[src/safety_status_map.vh]
/*
 bit positions, offsets and constants of the safety option status word.
 assumes inclusion by design files only; definitions only.
*/
`ifndef SAFETY_STATUS_MAP_VH
`define SAFETY_STATUS_MAP_VH

// register word offsets on the plain port (byte addresses)
`define OFS_STATUS_WORD 8'h00
`define OFS_CTRL 8'h04
`define OFS_EVT_CLEAR 8'h08
`define OFS_CRED_LO 8'h0c
`define OFS_RESET_CMD 8'h10
`define OFS_PARAM 8'h14
`define OFS_SEL_STATUS 8'h18

// status word bit positions
`define BIT_NORMAL 0
`define BIT_SELF_TEST 1
`define BIT_TORQUE_OFF 2
`define BIT_TIMED_STOP 3
`define BIT_OUT_LOW 8
`define BIT_INIT 9
`define BIT_ACK_REQ 10
`define BIT_INT_FAIL 11
`define BIT_RESET_REQ 12
`define BIT_PEND_FAILSAFE 13
`define BIT_EXT_FAIL 14
`define BIT_FUNC_PEND 15
`define BIT_GEN_RESET 16
`define BIT_CUST_CONF 17
`define BIT_CUST_ABORT 18
`define BIT_CUST_REQ 19
`define BIT_TEST_WARN 21
`define ERR_LSB 24
`define ERR_MSB 31

// selectable status word choices
`define SEL_FUNC_ACTIVE 8'h5a
`define SEL_RESET_REQ 8'h5b

// factory default credential and parameters
`define CRED_DEFAULT 32'h00bc614e
`define PARAM_DEFAULT 32'h00000000
`define CTRL_RESET 8'h00

`endif

[src/pin_sync.v]
/*
 three-stage synchroniser for a bus of asynchronous inputs.
 assumes one clock; change taken once stages two and three agree.
*/
`timescale 1ns/1ps
module pin_sync #(
    parameter WIDTH = 8
) (
    input wire clk_sys,
    input wire rst_n,
    input wire [WIDTH-1:0] pin_in,
    output wire [WIDTH-1:0] level_out
);
    reg [WIDTH-1:0] s1_ff;
    reg [WIDTH-1:0] s2_ff;
    reg [WIDTH-1:0] s3_ff;
    reg [WIDTH-1:0] out_ff;
    reg [WIDTH-1:0] nxt_out;
    integer i;

    always @*
    begin
        nxt_out = out_ff;
        for (i = 0; i < WIDTH; i = i + 1)
        begin
            if (s2_ff[i] == s3_ff[i])
            begin
                nxt_out[i] = s3_ff[i];
            end
        end
    end

    always @(posedge clk_sys or negedge rst_n)
    begin
        if (!rst_n)
        begin
            s1_ff <= {WIDTH{1'b0}};
            s2_ff <= {WIDTH{1'b0}};
            s3_ff <= {WIDTH{1'b0}};
            out_ff <= {WIDTH{1'b0}};
        end
        else
        begin
            s1_ff <= pin_in;
            s2_ff <= s1_ff;
            s3_ff <= s2_ff;
            out_ff <= nxt_out;
        end
    end

    assign level_out = out_ff;
endmodule

[src/event_latch.v]
/*
 sticky event bits: set by a pulse, cleared by software; set wins.
 assumes event pulses on the same clock.
*/
`timescale 1ns/1ps
module event_latch #(
    parameter WIDTH = 5
) (
    input wire clk_sys,
    input wire rst_n,
    input wire [WIDTH-1:0] evt_set,
    input wire [WIDTH-1:0] evt_clr,
    output wire [WIDTH-1:0] evt_q
);
    reg [WIDTH-1:0] evt_ff;
    wire [WIDTH-1:0] nxt_evt;

    assign nxt_evt = (evt_ff & ~evt_clr) | evt_set;

    always @(posedge clk_sys or negedge rst_n)
    begin
        if (!rst_n)
        begin
            evt_ff <= {WIDTH{1'b0}};
        end
        else
        begin
            evt_ff <= nxt_evt;
        end
    end

    assign evt_q = evt_ff;
endmodule

[src/safety_option_status_word.v]
/*
 safety option status word: assembles the read-only 32-bit status of a
 drive safety option from the option's state inputs, latches its events,
 drives one selectable status bit, and handles the credential reset that
 restores the option parameters.
 assumes state inputs are asynchronous levels and event inputs are
 one-cycle pulses from logic on clk_sys; register port as plain strobes.
*/
// Our own choices: the plain strobed port and the register addresses.
// Summary of operation
// - credential reset restores all parameters to default
// - selection 91 drives reset-required bit out
// - selection 90 drives safe-function-active bit out
// - status word read-only, writes have no effect
// - bit 0 high only in normal operation
// - bit 1 shows power-up self test
// - bit 2 shows torque off active
// - bit 3 shows timed controlled stop active
// - bit 8 inverted safe output level
// - bit 9 shows initialized state
// - bit 10 shows acknowledge request
// - bit 11 shows internal failure
// - bit 12 shows reset required
// - bit 13 pending fail-safe, set at power-up
// - bit 14 shows external failure
// - bit 15 shows safe function pending
// - bit 16 marks general reset done
// - bits 17-19 customization confirm, abort, request
// - bit 21 marks self-test warning
// - bits 24-31 carry error code
// - only the active safety function reported
`timescale 1ns/1ps
`include "safety_status_map.vh"
module safety_option_status_word #(
    parameter ERR_WIDTH = 8
) (
    input wire clk_sys,
    input wire rst_b,
    input wire [7:0] reg_addr,
    input wire [31:0] reg_wdata,
    input wire reg_wr,
    input wire reg_rd,
    output reg [31:0] reg_rdata,
    input wire power_up_self_test,
    input wire torque_off_function,
    input wire timed_controlled_stop,
    input wire safe_output_high,
    input wire option_initialized,
    input wire ack_requested,
    input wire internal_failure,
    input wire external_failure,
    input wire function_pending,
    input wire warning_active,
    input wire failsafe_reaction,
    input wire failsafe_cleared,
    input wire [ERR_WIDTH-1:0] error_code,
    input wire general_reset_evt,
    input wire cust_confirm_evt,
    input wire cust_abort_evt,
    input wire cust_request_evt,
    input wire test_warning_evt,
    output wire selectable_status_word,
    output reg [31:0] option_param,
    output reg param_restore
);
    localparam ST_IDLE = 1'b0;
    localparam ST_ARMED = 1'b1;

    reg rst_s1_ff;
    reg rst_s2_ff;
    wire rst_n;
    wire [9:0] lvl;
    reg [ERR_WIDTH-1:0] err_ff;
    reg [ERR_WIDTH-1:0] err_s1_ff;
    reg [ERR_WIDTH-1:0] err_s2_ff;
    reg [ERR_WIDTH-1:0] err_s3_ff;
    reg [ERR_WIDTH-1:0] nxt_err;
    reg pend_fs_ff;
    reg nxt_pend_fs;
    reg failsafe_ff;
    reg reset_req_ff;
    reg nxt_reset_req;
    reg [7:0] sel_ff;
    reg [31:0] cred_ff;
    reg [31:0] nxt_cred;
    reg [31:0] param_ff;
    reg [31:0] nxt_param;
    reg state_ff;
    reg nxt_state;
    reg restore_ff;
    reg nxt_restore;
    reg sel_out_ff;
    reg nxt_sel_out;
    reg [31:0] nxt_rdata;
    reg [31:0] status_word;
    reg [4:0] evt_clr;
    wire [4:0] evt_q;
    wire torque_off_s;
    wire timed_stop_s;
    wire func_active;
    wire normal_op;
    integer k;

    function is_wr;
        input [7:0] addr;
        input wr;
        input [7:0] ofs;
        begin
            is_wr = wr && (addr == ofs);
        end
    endfunction

    // reset release through two flip-flops
    always @(posedge clk_sys or negedge rst_b)
    begin
        if (!rst_b)
        begin
            rst_s1_ff <= 1'b0;
            rst_s2_ff <= 1'b0;
        end
        else
        begin
            rst_s1_ff <= 1'b1;
            rst_s2_ff <= rst_s1_ff;
        end
    end

    assign rst_n = rst_s2_ff;

    pin_sync #(
        .WIDTH(10)
    ) u_sync (
        .clk_sys(clk_sys),
        .rst_n(rst_n),
        .pin_in({power_up_self_test, torque_off_function, timed_controlled_stop,
            safe_output_high, option_initialized, ack_requested, internal_failure,
            external_failure, function_pending, warning_active}),
        .level_out(lvl)
    );

    event_latch #(
        .WIDTH(5)
    ) u_evt (
        .clk_sys(clk_sys),
        .rst_n(rst_n),
        .evt_set({test_warning_evt, cust_request_evt, cust_abort_evt,
            cust_confirm_evt, general_reset_evt}),
        .evt_clr(evt_clr),
        .evt_q(evt_q)
    );

    always @*
    begin
        evt_clr = 5'h00;
        if (is_wr(reg_addr, reg_wr, `OFS_EVT_CLEAR))
        begin
            evt_clr = {reg_wdata[`BIT_TEST_WARN], reg_wdata[`BIT_CUST_REQ],
                reg_wdata[`BIT_CUST_ABORT], reg_wdata[`BIT_CUST_CONF],
                reg_wdata[`BIT_GEN_RESET]};
        end
    end

    // torque off takes precedence, one function reported
    assign torque_off_s = lvl[8];
    assign timed_stop_s = lvl[7] & ~lvl[8];
    assign func_active = torque_off_s | lvl[7];

    // normal only with nothing active, pending or warning
    assign normal_op = ~(func_active | lvl[1] | failsafe_ff | pend_fs_ff | lvl[0]
        | lvl[9] | lvl[3] | lvl[2]);

    // error code synchronised, taken when stable
    always @*
    begin
        nxt_err = err_ff;
        if (err_s2_ff == err_s3_ff)
        begin
            nxt_err = err_s3_ff;
        end
    end

    // pending fail-safe entered at power-up, left on clear
    always @*
    begin
        nxt_pend_fs = pend_fs_ff;
        if (failsafe_cleared)
        begin
            nxt_pend_fs = 1'b0;
        end
    end

    // reset required after fault or customization confirm
    always @*
    begin
        nxt_reset_req = reset_req_ff;
        if (evt_q[0])
        begin
            nxt_reset_req = 1'b0;
        end
        if (lvl[3] || lvl[2] || cust_confirm_evt)
        begin
            nxt_reset_req = 1'b1;
        end
    end

    // credential reset sequence
    always @*
    begin
        nxt_state = state_ff;
        nxt_cred = cred_ff;
        nxt_param = param_ff;
        nxt_restore = 1'b0;
        case (state_ff)
            ST_IDLE:
            begin
                // default or current credential must be given first
                if (is_wr(reg_addr, reg_wr, `OFS_CRED_LO)
                    && (reg_wdata == `CRED_DEFAULT || reg_wdata == cred_ff))
                begin
                    nxt_state = ST_ARMED;
                end
                if (is_wr(reg_addr, reg_wr, `OFS_PARAM))
                begin
                    nxt_param = reg_wdata;
                end
            end
            ST_ARMED:
            begin
                if (is_wr(reg_addr, reg_wr, `OFS_RESET_CMD) && reg_wdata[0])
                begin
                    nxt_param = `PARAM_DEFAULT;
                    nxt_cred = `CRED_DEFAULT;
                    nxt_restore = 1'b1;
                    nxt_state = ST_IDLE;
                end
                else if (is_wr(reg_addr, reg_wr, `OFS_CRED_LO))
                begin
                    // new credential accepted while armed
                    nxt_cred = reg_wdata;
                    nxt_state = ST_IDLE;
                end
                else if (is_wr(reg_addr, reg_wr, `OFS_PARAM))
                begin
                    nxt_param = reg_wdata;
                end
            end
            default:
            begin
                nxt_state = ST_IDLE;
            end
        endcase
    end

    // status word assembly
    always @*
    begin
        status_word = 32'h00000000;
        status_word[`BIT_NORMAL] = normal_op;
        status_word[`BIT_SELF_TEST] = lvl[9];
        status_word[`BIT_TORQUE_OFF] = torque_off_s;
        status_word[`BIT_TIMED_STOP] = timed_stop_s;
        status_word[`BIT_OUT_LOW] = ~lvl[6];
        status_word[`BIT_INIT] = lvl[5];
        status_word[`BIT_ACK_REQ] = lvl[4];
        status_word[`BIT_INT_FAIL] = lvl[3];
        status_word[`BIT_RESET_REQ] = reset_req_ff;
        status_word[`BIT_PEND_FAILSAFE] = pend_fs_ff;
        status_word[`BIT_EXT_FAIL] = lvl[2];
        status_word[`BIT_FUNC_PEND] = lvl[1];
        status_word[`BIT_GEN_RESET] = evt_q[0];
        status_word[`BIT_CUST_CONF] = evt_q[1];
        status_word[`BIT_CUST_ABORT] = evt_q[2];
        status_word[`BIT_CUST_REQ] = evt_q[3];
        status_word[`BIT_TEST_WARN] = evt_q[4];
        for (k = 0; k < ERR_WIDTH && k < 8; k = k + 1)
        begin
            status_word[`ERR_LSB + k] = err_ff[k];
        end
        // reserved bits stay zero by default
    end

    // selectable bit
    always @*
    begin
        case (sel_ff)
            `SEL_RESET_REQ: nxt_sel_out = reset_req_ff;
            `SEL_FUNC_ACTIVE: nxt_sel_out = func_active;
            default: nxt_sel_out = 1'b0;
        endcase
    end

    // read data mux; status word has no write path
    always @*
    begin
        nxt_rdata = 32'h00000000;
        if (reg_rd)
        begin
            case (reg_addr)
                `OFS_STATUS_WORD: nxt_rdata = status_word;
                `OFS_CTRL: nxt_rdata = {24'h000000, sel_ff};
                `OFS_PARAM: nxt_rdata = param_ff;
                `OFS_SEL_STATUS: nxt_rdata = {31'h00000000, state_ff};
                default: nxt_rdata = 32'h00000000;
            endcase
        end
    end

    always @(posedge clk_sys or negedge rst_n)
    begin
        if (!rst_n)
        begin
            err_s1_ff <= {ERR_WIDTH{1'b0}};
            err_s2_ff <= {ERR_WIDTH{1'b0}};
            err_s3_ff <= {ERR_WIDTH{1'b0}};
            err_ff <= {ERR_WIDTH{1'b0}};
            pend_fs_ff <= 1'b1;
            failsafe_ff <= 1'b0;
            reset_req_ff <= 1'b0;
            sel_ff <= `CTRL_RESET;
            cred_ff <= `CRED_DEFAULT;
            param_ff <= `PARAM_DEFAULT;
            state_ff <= ST_IDLE;
            restore_ff <= 1'b0;
            sel_out_ff <= 1'b0;
            reg_rdata <= 32'h00000000;
            option_param <= `PARAM_DEFAULT;
            param_restore <= 1'b0;
        end
        else
        begin
            err_s1_ff <= error_code;
            err_s2_ff <= err_s1_ff;
            err_s3_ff <= err_s2_ff;
            err_ff <= nxt_err;
            pend_fs_ff <= nxt_pend_fs;
            failsafe_ff <= failsafe_reaction;
            reset_req_ff <= nxt_reset_req;
            if (is_wr(reg_addr, reg_wr, `OFS_CTRL))
            begin
                sel_ff <= reg_wdata[7:0];
            end
            cred_ff <= nxt_cred;
            param_ff <= nxt_param;
            state_ff <= nxt_state;
            restore_ff <= nxt_restore;
            sel_out_ff <= nxt_sel_out;
            reg_rdata <= nxt_rdata;
            option_param <= nxt_param;
            param_restore <= restore_ff;
        end
    end

    assign selectable_status_word = sel_out_ff;
endmodule

[config.mk]
export PLATFORM = sky130hd
export DESIGN_NAME = safety_option_status_word
export DESIGN_NICKNAME = d
export VERILOG_FILES = /design/src/pin_sync.v /design/src/event_latch.v /design/src/safety_option_status_word.v
export VERILOG_INCLUDE_DIRS = /design/src /design/src/src
export SDC_FILE = /design/constraint.sdc
export NUM_CORES = 1
export LEC_CHECK = 0
export ABC_AREA = 1
export BUFFER_PORTS_ARGS = -buffer_cell sky130_fd_sc_hd__buf_2
export CAP_MARGIN = 25
export CORE_ASPECT_RATIO = 0.5
export CORE_UTILIZATION = 56
export CTS_CLUSTER_DIAMETER = 40
export DETAILED_ROUTE_END_ITERATION = 16
export PLACE_DENSITY = 0.82
export SYNTH_ARGS = -nofsm -noshare
export SYNTH_HDL_FRONTEND = slang
export SYNTH_SLANG_ARGS = --single-unit
[constraint.sdc]
create_clock -name clk_sys -period 6.8 [get_ports clk_sys]
set_clock_uncertainty 0.15 [all_clocks]
set_input_delay 1.36 -clock clk_sys [delete_from_list [all_inputs] [get_ports clk_sys]]
set_output_delay 1.36 -clock clk_sys [all_outputs]
set_load 0.02 [all_outputs]
==> reports/metrics.cfg <==
[placed_design]
place_congestion = 0.859
portBuffers = 134
dpl_worst_slack_ps = 2750
dpl_cell_area_um2 = 8460
hpwl_mm = 11.9
place_inst = 1067

[logic_synthesis]
syn_area_um2 = 7680
avgSynthCellArea_um2 = 9.74
ys_ff_latch = 190
synth.distinct_cells = 33
yosys.area.top_type = dfrtp_1
ys_seq_area_frac = 0.622
synth_nets = 857
syn_inst = 788
synth.area.top_cells = dfrtp_1 (58%), nand2_1 (9.0%), inv_1 (5.5%)
synth_top_area_share = 0.577
synth_warnings = 0

[grt]
grt_pass1_wl_mm = 28.7
gr-total-overflow = 0
groute.usage.overall = 0.268
grt_pass1_vias = 5770
antenna_found_initial = 1
grt_max_degree = 65

[detailed_routing]
wl_per_cell_um = 16.1
drc_errors = 0
dr_total_vias = 5782
final_antenna_net_count = 0
vias_per_cell = 5.25
wirelength_mm = 17.7
drtPass1Iterations = 5
drt_iter0_markers = 458

[clock_tree]
htree_levels = 4
cts_setup_buffers = 0
cts.sinks = 190
ctsHoldBuffers = 0
cts_tree = built
clockRootBuffer = clkbuf_16
cts_resized = 0
cts.clk_slew.worst_paths_ps = 70
clk_path_buf_depth = 2
clock_latency_ps = 440
numCtsBuffers = 17

[power]
power_density_nw_per_um2 = 259
p_leak_nw = 4.75
ir_drop_mv = 0.302
power.total_mw = 2.36

[sta]
drv_slew = 0
hold_slack_ps = 182
setup_tns_ps = 0
worst_slack_ps = 3190
setup_viol = 0
fin_crit_sh = 0.531
fmax_mhz = 277
max_slew_margin = 0.336
fin_crit_ps = 3610
rsz0062_at_grt = false
worstMarginPinSlew_ps = 993
hold_viol = 0

[finish]
nets = 987
drive_gt1_frac = 0.228
layout_commonest_cell = nand2_1
fin_util = 0.700
layout_common_cells = nand2_1 (185), dfrtp_1 (176), buf_2 (134)
syn_to_final_growth_pct = 18.7
num_antenna_cells = 0
final_cell_count_no_fill = 1101
fin_area_um2 = 9110

[run]
maxCapViolCount = 0

[critical_path]
crit_fanout = 64
path_buf_inv = 3
crit_required_ps = 7020
critPathSlowestCell = nand2_2
critPathKind = in2reg
cpPeakStageDelay_ps = 780
cp_top_family = simple AND/OR/NAND/NOR gates
critPathArrivalTime_ps = 3830
worstPathCellList = buf_2 -> inv_1 -> nand2_2 -> nor2_4 -> nand2_1 -> nor2_4 -> nand2_2 -> o21ai_0 -> o21ai_0 -> inv_1
r2r_start = state_ff
cp-end-kind = register
start_kind = primary input
startpoint = reg_addr[0]

[die]
core_area_um2 = 13000
die-area_um2 = 14200
start_util = 0.589
fp.dieH_um = 84.8
die_x_um = 168
pin_count = 135
rows = 29

[hold_path]
worst_hold_path_type = reg2async

[status]
status = finished clean

[routing by layer]
| metal | vias to the layer above | GRT usage | part of all wire |
|---|---|---|---|
| met3 | 39 | 0.0943 | 0.089 |
| li1 | 2741 | - | - |
| met1 | 2785 | 0.354 | 0.43 |
| met2 | 215 | 0.414 | 0.46 |
| met4 | 2 | 0.0992 | 0.020 |
| met5 | - | 0 | 0.00085 |
[registers in the layout (all words and copies together) (netlist names), 5 cells and up]
name and flops:
cred_ff 32, param_ff 32, reg_rdata 32, u_sync.level_out 10, u_sync.s1_ff 10, u_sync.s2_ff 10
u_sync.s3_ff 10, err_ff 8, err_s1_ff 8, err_s2_ff 8, err_s3_ff 8, sel_ff 8
u_evt.evt_q 5
[logic make-up after synthesis]
family,count (synthesis),share of synthesized area
adder cells (fa/ha/maj),10,0.0130
AO/OA/AOI/OAI,147,0.105
other,1,0.000489
buffers and inverters,145,0.0768
flip-flops,190,0.622
XOR/XNOR,31,0.0354
AND/OR/NAND/NOR,264,0.148
[final cells by class]
type | instances | area [um^2]
flip-flops and latches | 190 | 4770
fillers | 962 | 3910
multi-input cells | 453 | 2320
repair buffers | 140 | 776
inverters | 116 | 435
clock buffers | 19 | 433
well taps | 170 | 213
clock inverters | 13 | 165
[where the power goes]
| part | internal, mW | switching (mW) | total (mW) |
|---|---|---|---|
| Clock | 0.581 | 0.439 | 1.02 |
| Combinational | 0.0515 | 0.0867 | 0.138 |
| Sequential | 1.17 | 0.0341 | 1.21 |
[synthesized netlist by cell type, drive strengths merged]
cell type	instances
nand3b	1
o22ai	12
inv	116
xor2	4
conb	1
nand2	189
o21ai	103
o211ai	5
buf	17
xnor2	27
dfstp	13
dfrtp	177
nor2	28
nand3	25
nor4	4
clkbuf	12
nor3	10
or2	1
maj3	10
nand4	6
a31oi	2
a21oi	25
[path summary, 6_finish.rpt]
kind                                   end  slack [ps]  cells after the start
min                          reg_rdata[29]         180                      0
min reg2reg                  reg_rdata[29]         180                      0
min in group clk_sys          err_s2_ff[6]         200                      0
max reg2reg                    cred_ff[20]        4340                      7
max in group asynchronous  u_sync.s2_ff[9]        5000                      2
max                           param_ff[28]        3190                     10
[worst reg2reg max path: cells and delay by family (launching register included)]
family | cells | cell delay [ps]
AO/OA/AOI/OAI | 1 | 260
AND/OR/NAND/NOR | 2 | 570
flip-flops | 1 | 390
buffers and inverters | 4 | 1020
Note: power is estimated with default switching activity, not from simulation.
